## config.mk

```make
export PLATFORM = sky130hd
export DESIGN_NAME = typec_cc_attach_detection
export DESIGN_NICKNAME = d
export VERILOG_FILES = /design/src/cc_detect_pkg.sv /design/src/typec_cc_attach_detection.sv
export VERILOG_INCLUDE_DIRS = /design/src
export SDC_FILE = /design/constraint.sdc
export NUM_CORES = 1
export LEC_CHECK = 0
export BUFFER_PORTS_ARGS = -buffer_cell sky130_fd_sc_hd__buf_2
export CELL_PAD_IN_SITES_DETAIL_PLACEMENT = 0
export CELL_PAD_IN_SITES_GLOBAL_PLACEMENT = 2
export CORE_ASPECT_RATIO = 1.4
export CORE_MARGIN = 2
export CORE_UTILIZATION = 33
export CTS_BUF_LIST = sky130_fd_sc_hd__clkbuf_8
export DETAILED_ROUTE_END_ITERATION = 6
export PLACE_DENSITY = 0.73
export SLEW_MARGIN = 10
export SYNTH_ARGS = -nofsm -noshare
export SYNTH_HDL_FRONTEND = slang
export SYNTH_SLANG_ARGS = --single-unit
```

## constraint.sdc

```tcl
create_clock -name core_clk -period 2.1 [get_ports core_clk]
set_clock_uncertainty 0.2 [all_clocks]
set_input_delay 0.105 -clock core_clk [delete_from_list [all_inputs] [get_ports core_clk]]
set_output_delay 0.105 -clock core_clk [all_outputs]
set_load 0.02 [all_outputs]
```

## src/cc_detect_params.svh

```systemverilog
`ifndef CC_DETECT_PARAMS_SVH
`define CC_DETECT_PARAMS_SVH

// register offsets
`define OFS_CONTROL     4'h0
`define OFS_SWITCHES    4'h1
`define OFS_MEASURE     4'h2
`define OFS_SRC_CURRENT 4'h3
`define OFS_STATUS      4'h4
`define OFS_IRQ_STATUS  4'h5
`define OFS_IRQ_MASK    4'h6

// control register fields
`define CTL_TOGGLE_BIT  0
`define CTL_MODE_LSB    1
`define CTL_MODE_MSB    2

// switches register fields
`define SW_CC1_PULLDOWN_ENABLE_BIT    0
`define SW_CC2_PULLDOWN_ENABLE_BIT    1
`define SW_PU1_BIT      2
`define SW_PU2_BIT      3
`define SW_MEAS1_BIT    4
`define SW_MEAS2_BIT    5
`define SW_CABLE1_BIT   6
`define SW_CABLE2_BIT   7

// measure register fields
`define MEAS_DAC_MSB    5
`define MEASURE_VBUS_SELECT_BIT   6

// status register fields
`define ST_LEVEL_MSB    1
`define ST_COMP_BIT     2
`define ST_VBUS_BIT     3
`define ST_TOG_LSB      4
`define ST_TOG_MSB      6

// interrupt bits
`define IRQ_LEVEL_BIT   0
`define IRQ_COMP_BIT    1
`define IRQ_VBUS_BIT    2
`define IRQ_TOGDONE_BIT 3

// reset values
`define RST_CONTROL     8'h00
`define RST_SWITCHES    8'h03
`define RST_MEASURE     8'h00
`define RST_SRC_CURRENT 2'h1
`define RST_IRQ_MASK    4'h0

// toggle result codes
`define TOG_NONE        3'h0
`define TOG_SRC_CC1     3'h1
`define TOG_SRC_CC2     3'h2
`define TOG_SNK_CC1     3'h5
`define TOG_SNK_CC2     3'h6

// pin presentations {meas2, meas1, pu2, pu1, cc2_pulldown_enable, cc1_pulldown_enable}
`define PINS_RST        6'h03
`define PINS_SRC_CC1    6'h1c
`define PINS_SRC_CC2    6'h2c
`define PINS_SNK_CC1    6'h13
`define PINS_SNK_CC2    6'h23
`define PINS_OFF        6'h00

// sink level code of the ra range
`define LEVEL_RA        2'h0

// toggle dwell per pin, in microseconds
`define CLK_MHZ         50
`define TOGGLE_DWELL_US 40
`define TOGGLE_DWELL_CYC (`TOGGLE_DWELL_US * `CLK_MHZ)

`endif

```

## src/cc_detect_pkg.sv

```systemverilog
package cc_detect_pkg;

   typedef enum logic [1:0] {
      MODE_DUAL_ROLE,
      MODE_SOURCE_ONLY,
      MODE_SINK_ONLY,
      MODE_SPARE
   } toggle_mode_e;

   typedef enum logic [2:0] {
      TG_IDLE,
      TG_SRC_CC1,
      TG_SRC_CC2,
      TG_SNK_CC1,
      TG_SNK_CC2,
      TG_DONE
   } toggle_state_e;

   typedef logic [7:0] reg_data_t;

endpackage : cc_detect_pkg

```

## src/typec_cc_attach_detection.sv

```systemverilog
// Functional notes
// - a fixed CC level change raises both level and compare interrupts; a compare change raises compare only
// - six-bit DAC threshold; compare output readable by software
// - VBUS valid comparator; DAC may be steered onto VBUS
// - toggling drives pull-downs, pull-ups and measure selects, source then sink
// - source-only or sink-only toggling polls both CC pins repeatedly
// - on resolution raise toggle-done and report role and orientation
// - toggle off: pin controls follow software-written values
// - VBUS valid flag and interrupt track host attach and detach
// - sink level code 00 Ra, 01 default, 10 1.5A, 11 3.0A
// - current selected before attach is advertised on attach
// - current changed while attached switches the pull-up at once
// - Ra as source reads per current setting via level code and compare
// - pending unmasked interrupts drive an active-low open-drain output
//
// Our own choices: the strobed register port and the register addresses.
`timescale 1ns/1ns
`default_nettype none
`include "cc_detect_params.svh"

module typec_cc_attach_detection
   import cc_detect_pkg::*;
(
   // clock and reset
   input  wire logic       core_clk,
   input  wire logic       rst_n,
   // register port
   input  wire logic [3:0] reg_addr,
   input  wire logic [7:0] reg_wdata,
   input  wire logic       reg_wr,
   input  wire logic       reg_rd,
   output logic      [7:0] reg_rdata,
   // analog comparator results
   input  wire logic [1:0] cc_level_code_raw,
   input  wire logic       dac_compare_raw,
   input  wire logic       vbus_valid_raw,
   // analog controls
   output logic            cc1_pulldown_enable,
   output logic            cc2_pulldown_enable,
   output logic            cc1_pullup_enable,
   output logic            cc2_pullup_enable,
   output logic            measure_cc1_select,
   output logic            measure_cc2_select,
   output logic            measure_vbus_select,
   output logic      [5:0] dac_threshold_code,
   output logic      [1:0] source_current_select,
   output logic            cable_power_to_cc1,
   output logic            cable_power_to_cc2,
   // interrupt pin, open drain
   output logic            int_n_out,
   output logic            int_n_oe
);

   localparam logic [11:0] DWELL_LAST = 12'(`TOGGLE_DWELL_CYC - 1);

   // register state
   reg_data_t     control_reg;
   reg_data_t     switches_reg;
   reg_data_t     measure_reg;
   logic [1:0]    src_current_reg;
   logic [3:0]    irq_reg;
   logic [3:0]    irq_next;
   logic [3:0]    mask_reg;
   reg_data_t     rdata_reg;
   reg_data_t     rdata_next;

   // synchronisers
   logic [1:0]    level_meta_reg;
   logic [1:0]    level_reg;
   logic [1:0]    level_old_reg;
   logic          comp_meta_reg;
   logic          comp_reg;
   logic          comp_old_reg;
   logic          vbus_meta_reg;
   logic          vbus_reg;
   logic          vbus_old_reg;

   // toggle engine
   toggle_state_e tg_state_reg;
   toggle_state_e tg_state_next;
   logic [11:0]   dwell_reg;
   logic [11:0]   dwell_next;
   logic [2:0]    tog_result_reg;
   logic [2:0]    tog_result_next;

   // pin control registers
   logic [5:0]    pins_reg;
   logic [5:0]    pins_next;
   logic          int_oe_reg;

   // address decode
   wire logic wr_control  = reg_wr && (reg_addr == `OFS_CONTROL);
   wire logic wr_switches = reg_wr && (reg_addr == `OFS_SWITCHES);
   wire logic wr_measure  = reg_wr && (reg_addr == `OFS_MEASURE);
   wire logic wr_current  = reg_wr && (reg_addr == `OFS_SRC_CURRENT);
   wire logic wr_irq      = reg_wr && (reg_addr == `OFS_IRQ_STATUS);
   wire logic wr_mask     = reg_wr && (reg_addr == `OFS_IRQ_MASK);
   wire logic rd_irq      = reg_rd && (reg_addr == `OFS_IRQ_STATUS);

   wire logic         toggle_en = control_reg[`CTL_TOGGLE_BIT];
   wire toggle_mode_e tg_mode   = toggle_mode_e'(control_reg[`CTL_MODE_MSB:`CTL_MODE_LSB]);
   wire logic         dwell_end = (dwell_reg == DWELL_LAST);

   // comparator change events
   wire logic level_chg = (level_reg != level_old_reg);
   wire logic comp_chg  = (comp_reg != comp_old_reg);
   wire logic vbus_chg  = (vbus_reg != vbus_old_reg);

   // sink sees a source when the level code leaves the ra range
   wire logic snk_seen  = (level_reg != `LEVEL_RA);
   // source sees rd when the compare falls under the programmed threshold
   wire logic src_seen  = !comp_reg;

   // fires once, on the cycle the engine enters its done state
   wire logic tg_done_rise = (tg_state_next == TG_DONE) && (tg_state_reg != TG_DONE);

   wire logic [3:0] irq_events = {
      tg_done_rise,
      vbus_chg,
      level_chg || comp_chg,
      level_chg
   };

   wire reg_data_t status_word = {
      1'b0,
      tog_result_reg,
      vbus_reg,
      comp_reg,
      level_reg
   };

   // toggle sequencing
   // a phase resolves only on its last cycle, long after the synced inputs settle
   always_comb begin
      tg_state_next   = tg_state_reg;
      dwell_next      = dwell_end ? 12'h000 : dwell_reg + 12'h001;
      tog_result_next = tog_result_reg;
      if (!toggle_en) begin
         tg_state_next   = TG_IDLE;
         dwell_next      = 12'h000;
         tog_result_next = `TOG_NONE;
      end else begin
         case (tg_state_reg)
            TG_IDLE: begin
               dwell_next    = 12'h000;
               tg_state_next = (tg_mode == MODE_SINK_ONLY) ? TG_SNK_CC1 : TG_SRC_CC1;
            end
            TG_SRC_CC1: begin
               if (dwell_end) begin
                  if (src_seen) begin
                     tg_state_next   = TG_DONE;
                     tog_result_next = `TOG_SRC_CC1;
                  end else begin
                     tg_state_next = TG_SRC_CC2;
                  end
               end
            end
            TG_SRC_CC2: begin
               if (dwell_end) begin
                  if (src_seen) begin
                     tg_state_next   = TG_DONE;
                     tog_result_next = `TOG_SRC_CC2;
                  end else if (tg_mode == MODE_SOURCE_ONLY) begin
                     tg_state_next = TG_SRC_CC1;
                  end else begin
                     tg_state_next = TG_SNK_CC1;
                  end
               end
            end
            TG_SNK_CC1: begin
               if (dwell_end) begin
                  if (snk_seen) begin
                     tg_state_next   = TG_DONE;
                     tog_result_next = `TOG_SNK_CC1;
                  end else begin
                     tg_state_next = TG_SNK_CC2;
                  end
               end
            end
            TG_SNK_CC2: begin
               if (dwell_end) begin
                  if (snk_seen) begin
                     tg_state_next   = TG_DONE;
                     tog_result_next = `TOG_SNK_CC2;
                  end else if (tg_mode == MODE_SINK_ONLY) begin
                     tg_state_next = TG_SNK_CC1;
                  end else begin
                     tg_state_next = TG_SRC_CC1;
                  end
               end
            end
            TG_DONE: begin
               // holds the resolved role until software drops the toggle enable
               dwell_next = 12'h000;
            end
            default: begin
               tg_state_next = TG_IDLE;
            end
         endcase
      end
   end

   // pin controls: {meas2, meas1, pu2, pu1, cc2_pulldown_enable, cc1_pulldown_enable}
   // a source presents both pull-ups and measures one pin at a time
   always_comb begin
      pins_next = switches_reg[`SW_MEAS2_BIT:`SW_CC1_PULLDOWN_ENABLE_BIT];
      if (toggle_en) begin
         case (tg_state_reg)
            TG_SRC_CC1: pins_next = `PINS_SRC_CC1;
            TG_SRC_CC2: pins_next = `PINS_SRC_CC2;
            TG_SNK_CC1: pins_next = `PINS_SNK_CC1;
            TG_SNK_CC2: pins_next = `PINS_SNK_CC2;
            TG_DONE: begin
               case (tog_result_reg)
                  `TOG_SRC_CC1: pins_next = `PINS_SRC_CC1;
                  `TOG_SRC_CC2: pins_next = `PINS_SRC_CC2;
                  `TOG_SNK_CC1: pins_next = `PINS_SNK_CC1;
                  default:      pins_next = `PINS_SNK_CC2;
               endcase
            end
            default: pins_next = `PINS_OFF;
         endcase
      end
   end

   // flags: set wins over either clear path
   // a read clears every flag, so software must act on the whole word
   always_comb begin
      irq_next = irq_reg;
      if (rd_irq) begin
         irq_next = 4'h0;
      end
      if (wr_irq) begin
         irq_next = irq_next & ~reg_wdata[3:0];
      end
      irq_next = irq_next | irq_events;
   end

   // read mux, unmapped offsets read zero
   always_comb begin
      case (reg_addr)
         `OFS_CONTROL:     rdata_next = control_reg;
         `OFS_SWITCHES:    rdata_next = switches_reg;
         `OFS_MEASURE:     rdata_next = measure_reg;
         `OFS_SRC_CURRENT: rdata_next = {6'h00, src_current_reg};
         `OFS_STATUS:      rdata_next = status_word;
         `OFS_IRQ_STATUS:  rdata_next = {4'h0, irq_reg};
         `OFS_IRQ_MASK:    rdata_next = {4'h0, mask_reg};
         default:          rdata_next = 8'h00;
      endcase
      // idle cycles read zero so stale data never stands
      if (!reg_rd) begin
         rdata_next = 8'h00;
      end
   end

   // comparators are asynchronous: two flops, then one more copy for edges
   always_ff @(posedge core_clk) begin
      if (!rst_n) begin
         level_meta_reg <= 2'h0;
         level_reg      <= 2'h0;
         level_old_reg  <= 2'h0;
         comp_meta_reg  <= 1'b0;
         comp_reg       <= 1'b0;
         comp_old_reg   <= 1'b0;
         vbus_meta_reg  <= 1'b0;
         vbus_reg       <= 1'b0;
         vbus_old_reg   <= 1'b0;
      end else begin
         level_meta_reg <= cc_level_code_raw;
         level_reg      <= level_meta_reg;
         level_old_reg  <= level_reg;
         comp_meta_reg  <= dac_compare_raw;
         comp_reg       <= comp_meta_reg;
         comp_old_reg   <= comp_reg;
         vbus_meta_reg  <= vbus_valid_raw;
         vbus_reg       <= vbus_meta_reg;
         vbus_old_reg   <= vbus_reg;
      end
   end

   always_ff @(posedge core_clk) begin
      if (!rst_n) begin
         control_reg     <= `RST_CONTROL;
         switches_reg    <= `RST_SWITCHES;
         measure_reg     <= `RST_MEASURE;
         src_current_reg <= `RST_SRC_CURRENT;
         mask_reg        <= `RST_IRQ_MASK;
      end else begin
         if (wr_control)  control_reg     <= reg_wdata;
         if (wr_switches) switches_reg    <= reg_wdata;
         if (wr_measure)  measure_reg     <= {1'b0, reg_wdata[6:0]};
         if (wr_current)  src_current_reg <= reg_wdata[1:0];
         if (wr_mask)     mask_reg        <= reg_wdata[3:0];
      end
   end

   always_ff @(posedge core_clk) begin
      if (!rst_n) begin
         irq_reg        <= 4'h0;
         rdata_reg      <= 8'h00;
         tg_state_reg   <= TG_IDLE;
         dwell_reg      <= 12'h000;
         tog_result_reg <= `TOG_NONE;
         pins_reg       <= `PINS_RST;
         int_oe_reg     <= 1'b0;
      end else begin
         irq_reg        <= irq_next;
         rdata_reg      <= rdata_next;
         tg_state_reg   <= tg_state_next;
         dwell_reg      <= dwell_next;
         tog_result_reg <= tog_result_next;
         pins_reg       <= pins_next;
         int_oe_reg     <= |(irq_next & ~mask_reg);
      end
   end

   assign reg_rdata             = rdata_reg;
   assign cc1_pulldown_enable   = pins_reg[`SW_CC1_PULLDOWN_ENABLE_BIT];
   assign cc2_pulldown_enable   = pins_reg[`SW_CC2_PULLDOWN_ENABLE_BIT];
   assign cc1_pullup_enable     = pins_reg[`SW_PU1_BIT];
   assign cc2_pullup_enable     = pins_reg[`SW_PU2_BIT];
   assign measure_cc1_select    = pins_reg[`SW_MEAS1_BIT];
   assign measure_cc2_select    = pins_reg[`SW_MEAS2_BIT];
   // dac may be steered onto vbus instead of the selected cc pin
   assign measure_vbus_select   = measure_reg[`MEASURE_VBUS_SELECT_BIT];
   assign dac_threshold_code    = measure_reg[`MEAS_DAC_MSB:0];
   // pull-up strength follows the register at once, attached or not
   assign source_current_select = src_current_reg;
   assign cable_power_to_cc1    = switches_reg[`SW_CABLE1_BIT];
   assign cable_power_to_cc2    = switches_reg[`SW_CABLE2_BIT];
   // open drain: only ever pulls low
   assign int_n_out             = 1'b0;
   assign int_n_oe              = int_oe_reg;

endmodule : typec_cc_attach_detection
`default_nettype wire

```

==> results of run 1 <==
metal layers:
metal,vias up,wire (um)
met5,-,0
met4,0,178
met3,15,244
met2,49,4850
met1,1460,4069
li1,1556,-
power by group through the flow:
| stage | Sequential [mW] | Combinational, mW | Clock, mW |
|---|---|---|---|
| floorplan | 1.56 | 0.132 | 0 |
| global placement | 1.56 | 0.205 | 0 |
| detailed placement | 1.56 | 0.205 | 0 |
| CTS | 1.53 | 0.232 | 1.31 |
| global route | 1.53 | 0.255 | 1.37 |
| finish | 1.53 | 0.230 | 1.27 |
area by class of cell:
type | count | area (sq um)
well taps | 141 | 176.4
clock inverters | 6 | 86.33
clock buffers | 10 | 137.6
multi-input cells | 298 | 1903
flip-flops and latches | 78 | 1562
fillers | 1166 | 6431
inverters | 7 | 26.28
repair buffers | 74 | 488.0
worst max-delay path, cell delays in order (launching register included):
cell and delay, ps:
dfxtp_1 430, buf_4 220, nor2_1 200, nand2_1 140, a31oi_4 240, nand3_1 160
o2111ai_1 210
repair_timing:
| item | CTS | global route |
|---|---|---|
| resized for setup | 0 | 1 |
| endpoints found under the setup margin | 0 | 12 |
| hold endpoints to repair | 39 | 0 |
| hold buffers | 18 | 0 |
cell families (layout without fill, tap and decap cells):
group                    count (synthesis)  count (layout)  synth area share (%)
buffers and inverters                   36              97                 5.245
AO/OA/AOI/OAI                           82              82                 16.15
multiplexers                            17              17                 4.902
other                                    1               1                0.1027
flip-flops                              78              78                 42.78
AND/OR/NAND/NOR                        180             180                 26.40
XOR/XNOR                                17              17                 4.079
adder cells (fa/ha/maj)                  1               1                0.3428
cells in the final DEF, fill, tap and decap left out, types with 11 or more instances in the layout:
cell / netlist / routed
dlygate4sd3_1: 0 / 18
a21oi_1: 14 / 14
nor2_1: 29 / 29
a21boi_1: 22 / 22
and2_1: 13 / 13
nand2_1: 50 / 50
dfxtp_1: 78 / 78
nand3_1: 34 / 34
buf_4: 4 / 11
buf_2: 12 / 45
nor2b_1: 11 / 11
path summary, 6_finish.rpt:
check,startpoint,endpoint,slack [ps],cells past startpoint
setup / recovery,tg_state_reg[0],int_n_oe,240,6
hold / removal,reg_addr[3],reg_rdata[0],20,3
setup reg to reg,tg_state_reg[0],int_n_oe,240,6
hold reg to reg,comp_meta_reg,comp_reg,240,1
metrics by stage:
step | instances | hold WS [ps]
floorplan | 412 | 30.11
global placement | 580 | 111.9
detailed placement | 580 | 116.4
CTS | 614 | 7.574
global route | 614 | 29.53
finish | 614 | 24.48
==> summary.md, run 1 <==
| Metric | Value |
|---|---|
| Synth area leader | `dfxtp_1` |
| Worst Tran Pin Value | `549.0 ps` |
| Total track usage | `16.57%` |
| DP Area | `3969 sq um` |
| Max_slew headroom | `63.40%` |
| Initial cell density of the core | `33.76%` |
| Cell count after synthesis | `412` |
| Min-delay worst type | `in -> reg` |
| Final Routed Wirelength | `9343 um` |
| Via Count | `3080` |
| CTS clk-pin slew, worst paths | `90 ps` |
| First-pass GRT wire length | `15500 um` |
| WS Path Type | `reg -> reg` |
| Final HPWL DP | `6766 um` |
| Final setup margin | `240.6 ps` |
| Min Tclk post-route | `1859 ps` |
| Final Cell Area | `4379 sq um` |
| Die height | `128.4 um` |
| Synth Net Count | `433` |
| WP data required | `2180 ps` |
| Sequential area share after synthesis | `42.78%` |
| CP Data Arrival Time | `1940 ps` |
| Post-synth top area share | `42.78%` |
| Max reg flops | `12` |
| Vias per inst | `5.016` |
| Fmax | `537.8 MHz` |
| Root buf cell | `clkbuf_8` |
| Nets | `489` |
| Worst-skew pair later-pin latency | `350 ps` |
| Proportion of layout cells with a drive suffix above 1 | `18.82%` |
| Yosys cell types | `66` |
| Clock share of power | `41.9%` |
| DP Worst Slack | `96.21 ps` |
| Syn avg cell area | `8.859 sq um` |
| Post-Syn Area | `3650 sq um` |
| Most used DFF post-synth | `dfxtp_1` |
| Iteration count of the initial detailed-routing pass | `4` |
| Comb power frac | `7.6%` |
| Met3 usage | `3.103%` |
| Row cnt | `45` |
| CTS tree | `yes` |
| Maxcap violations | `0` |
| Post-route total power | `3.021 mW` |
| Power per Cell Area | `689.9 nW/um^2` |
| Die X | `92.88 um` |
| Max-slew violation count | `0` |
| Outcome | `completed` |
| Layer with the highest usage | `met2` |
| Post-DRT Antenna Nets | `0` |
| # DRC | `0` |
| Yosys reg bits | `78` |
| Sw Ratio | `23.62%` |
| Sequential share of power | `50.5%` |
| Met1 global-route usage | `19.94%` |
| RePlAce Congestion | `0.8060` |
| Final Core Density | `40.51%` |
| DR WL/cell | `15.22 um` |
| Post-synth top cells | `dfxtp_1 (78), nand2_1 (50), nand3_1 (34), nor2_1 (29), a21boi_1 (22)` |
| Antenna cells | `0` |
| CP max FO | `11` |
| VDD IR-drop max | `0.0003401 V` |
| Number of global-route vias before repair | `3062` |
| Worst setup EP type | `flop` |
| Fin. Hold Viols | `0` |
| Period utilization | `88.54%` |
| Ports | `47` |
| Post-CTS Setup Repair Bufs | `0` |
| Most frequent cell after synthesis | `dfxtp_1` |
| Inserted Clock Buffers | `9` |
| Met2 global-route usage | `28.86%` |
| Main area contributors after synthesis | `dfxtp_1 (43%), nand2_1 (5.1%), nand3_1 (4.7%)` |
| Core area | `10810 sq um` |
| Leak | `1.621 nW` |
| Grt ovf | `0` |
| EDFF count, synth | `0` |
| DRT iter0 DRCs | `114` |
| Pin count of the biggest net entering global routing | `30` |
| Area Overhead vs Synth | `19.99%` |
| Initial antenna violation count | `0` |
| Count of buffers from port buffering | `45` |
| Sink Count | `78` |
| Pint | `2.308 mW` |
| CP Launch Type | `flop` |
| RSZ-0062 raised after global routing | `false` |
| Switching pwr | `0.7137 mW` |
| Asr flop ratio synth | `0%` |
| Die area | `11930 sq um` |
| Clock buffer depth | `2` |
| Sum Neg Setup Slack | `0 ps` |
| Htree depth | `3` |
| Final Setup Violations | `0` |
| Syn. warnings | `0` |
Power figures use the tool's default switching activity.
==> inputs of run 2 (changes only) <==
==> constraint.sdc (replaced) <==
create_clock -name core_clk -period 2.25 [get_ports core_clk]
set_clock_uncertainty 0.2 [all_clocks]
set_input_delay 0.1125 -clock core_clk [delete_from_list [all_inputs] [get_ports core_clk]]
set_output_delay 0.1125 -clock core_clk [all_outputs]
set_load 0.02 [all_outputs]
==> run 2 against run 1 <==
Against the previous run:
- clock-buffer cell count did not move
- sequential power fell by 7%
- critical path depth fell by 1
- register-to-register slack improved by 30 ps
- highest routed layer unchanged
- fmax fell by 5.9%
- setup slack improved by 33 ps
- routed wire length fell by 0.76%
==> summary.md, run 2 (synthesized netlist as in run 1, its figures left out) <==
| Metric | Value |
|---|---|
| Max reg flops | `12 (unchanged)` |
| Commonest non-fill, non-tap cell in the layout | `dfxtp_1` |
| Sw Ratio | `24.09% (+0.46 points)` |
| # DRC | `0 (unchanged)` |
| Launch point of the worst reg-to-reg path | `tg_state_reg[2]` |
| Worst setup EP type | `flop` |
| WP data required | `2340 ps (+160 ps)` |
| Htree depth | `3 (unchanged)` |
| Fin. Hold Viols | `0 (unchanged)` |
| Final setup margin | `273.9 ps (+33.25 ps)` |
| Final Core Density | `40.30% (-0.21 points)` |
| Grt ovf | `0 (unchanged)` |
| Final Cell Area | `4357 sq um (-0.51%)` |
| Worst path max stage delay | `620 ps (+190 ps)` |
| Sink Count | `78 (unchanged)` |
| Most frequent cells in the layout | `dfxtp_1 (78), nand2_1 (50), buf_2 (45)` |
| Reg2reg end | `int_n_oe` |
| Die area | `11930 sq um (unchanged)` |
| Slowest-stage cell, CP | `dfxtp_1` |
| Vias per inst | `5.044 (+0.56%)` |
| Switching pwr | `0.6858 mW (-3.9%)` |
| Inst Count DP | `577 (-0.52%)` |
| Sum Neg Setup Slack | `0 ps (unchanged)` |
| WS Path Type | `reg -> reg` |
| Row cnt | `45 (unchanged)` |
| DRT iter0 DRCs | `138 (+21%)` |
| Fin cells | `609 (-0.81%)` |
| First-pass GRT wire length | `15240 um (-1.6%)` |
| Comb power frac | `7.5% (about the same)` |
| Min Tclk post-route | `1976 ps (+116.8 ps)` |
| RSZ-0062 raised after global routing | `false` |
| Pin count of the biggest net entering global routing | `31 (+3.3%)` |
| CTS tree | `yes` |
| Clock buffer depth | `2 (unchanged)` |
| CTS clk-pin slew, worst paths | `90 ps (about the same)` |
| Power per Cell Area | `653.4 nW/um^2 (-5.3%)` |
| Initial cell density of the core | `33.76% (unchanged)` |
| Fmax | `506.0 MHz (-5.9%)` |
| Final Setup Violations | `0 (unchanged)` |
| Antenna cells | `0 (unchanged)` |
| Min-delay worst type | `in -> reg` |
| Number of global-route vias before repair | `2949 (-3.7%)` |
| Post-route total power | `2.847 mW (-5.8%)` |
| DP Worst Slack | `203.7 ps (+107.5 ps)` |
| R2R Setup Slk | `270 ps (+30 ps)` |
| Inserted Clock Buffers | `9 (unchanged)` |
| Maxcap violations | `0 (unchanged)` |
| Min Hold Slack | `39.87 ps (+15.39 ps)` |
| Period utilization | `87.83% (-0.71 points)` |
| RePlAce Congestion | `0.8517 (+5.7%)` |
| Max-slew violation count | `0 (unchanged)` |
| Sequential share of power | `50.0% (-0.5 points)` |
| Worst Tran Pin Value | `564.8 ps (+15.79 ps)` |
| Final Routed Wirelength | `9272 um (-0.76%)` |
| Clock share of power | `42.4% (+0.5 points)` |
| CP Data Arrival Time | `2070 ps (+130 ps)` |
| Iteration count of the initial detailed-routing pass | `4 (unchanged)` |
| Worst path cell trace | `nor3b_2, o21ai_1, a31oi_4, nand3_1, o2111ai_1` |
| Reg2Reg Depth | `5 (-1)` |
| Max_slew headroom | `62.35% (-1.1 points)` |
| Count of buffers from port buffering | `45 (unchanged)` |
| Leak | `1.594 nW (-1.7%)` |
| Nets | `484 (-1.0%)` |
| Core area | `10810 sq um (unchanged)` |
| DR WL/cell | `15.22 um (about the same)` |
| Ports | `47 (unchanged)` |
| Hold path start | `reg_addr[3]` |
| Proportion of layout cells with a drive suffix above 1 | `18.59% (-0.23 points)` |
| Worst-skew pair later-pin latency | `370 ps (+20 ps)` |
| Min-Delay Endpoint | `reg_rdata[0]` |
| Total track usage | `16.41% (-0.16 points)` |
| DP Area | `3959 sq um (-0.25%)` |
| Worst hold stages | `3 (unchanged)` |
| Initial antenna violation count | `0 (unchanged)` |
| VDD IR-drop max | `0.0002466 V (-27%)` |
| Fill cells | `1149 (-1.5%)` |
| Pint | `2.161 mW (-6.3%)` |
| Root buf cell | `clkbuf_8` |
| CP max FO | `14 (+3)` |
| Outcome | `completed` |
| Crit path launch | `tg_state_reg[2]` |
| Die X | `92.88 um (unchanged)` |
| CP Launch Type | `flop` |
| Via Count | `3072 (-0.26%)` |
| Final HPWL DP | `6600 um (-2.4%)` |
| Die height | `128.4 um (unchanged)` |
| Area Overhead vs Synth | `19.37%` |
| Post-DRT Antenna Nets | `0 (unchanged)` |
-- run 2: cell types whose count changed in the layout (fill, tap and decap cells not counted) --
| cell | change |
|---|---|
| buf_4 | -4 |
| clkinv_2 | -1 |
| inv_1 | -1 |
| dlygate4sd3_1 | -2 |
| buf_12 | +1 |
| inv_6 | +1 |
| clkinvlp_4 | +1 |
-- run 2: metal layers --
layer  vias up  GRT usage, %  share of wire, %  wire length, um
li1       1542             -                 -                -
met4         0         7.872               2.1              195
met3        13         2.576               2.5              228
met2        48         27.75                52             4831
met1      1469         20.34                43             4017
met5         -             0                 0                0
-- run 2: worst max-delay path by stage --
| stage | endpoint | depth (start not counted) |
|---|---|---|
| after floorplan | tg_state_reg[0] | 6 |
| after global routing | int_n_oe | 5 |
| after global placement | dwell_reg[8] | 3 |
| after CTS | dwell_reg[3] | 3 |
| after detailed placement | dwell_reg[2] | 3 |
| final | int_n_oe | 5 |
-- run 2: critical path: cells and delay by family, from the launching register on --
kind,cells,cell delay (ps)
AO/OA/AOI/OAI,3,660
flip-flops,1,620
AND/OR/NAND/NOR,2,430
-- run 2: power by group through the flow --
stage                     sequential (mW)  clock [mW]  combinational [mW]
final                                1.42        1.21               0.215
after global routing                 1.43        1.30               0.236
after CTS                            1.43        1.25               0.216
after detailed placement             1.46           0               0.194
after global placement               1.46           0               0.194
after floorplan                      1.46           0               0.123
-- run 2: cell type report --
class / count / area, sq um / share of cell area, %
clock buffer: 10 / 137.6 / 3.159
clock inverter: 6 / 93.84 / 2.154
inverter: 7 / 26.28 / 0.6031
multi-input combinational: 298 / 1903 / 43.68
sequential: 78 / 1562 / 35.84
tap: 141 / 176.4 / 4.049
timing repair buffer: 69 / 457.9 / 10.51
-- run 2: timing repair --
| item | CTS | global route |
|---|---|---|
| endpoints found under the setup margin | 0 | 11 |
| setup buffers | 0 | 0 |
| hold buffers | 16 | 0 |
| endpoints found under the hold margin | 35 | 0 |
| gates resized for setup | 0 | 1 |
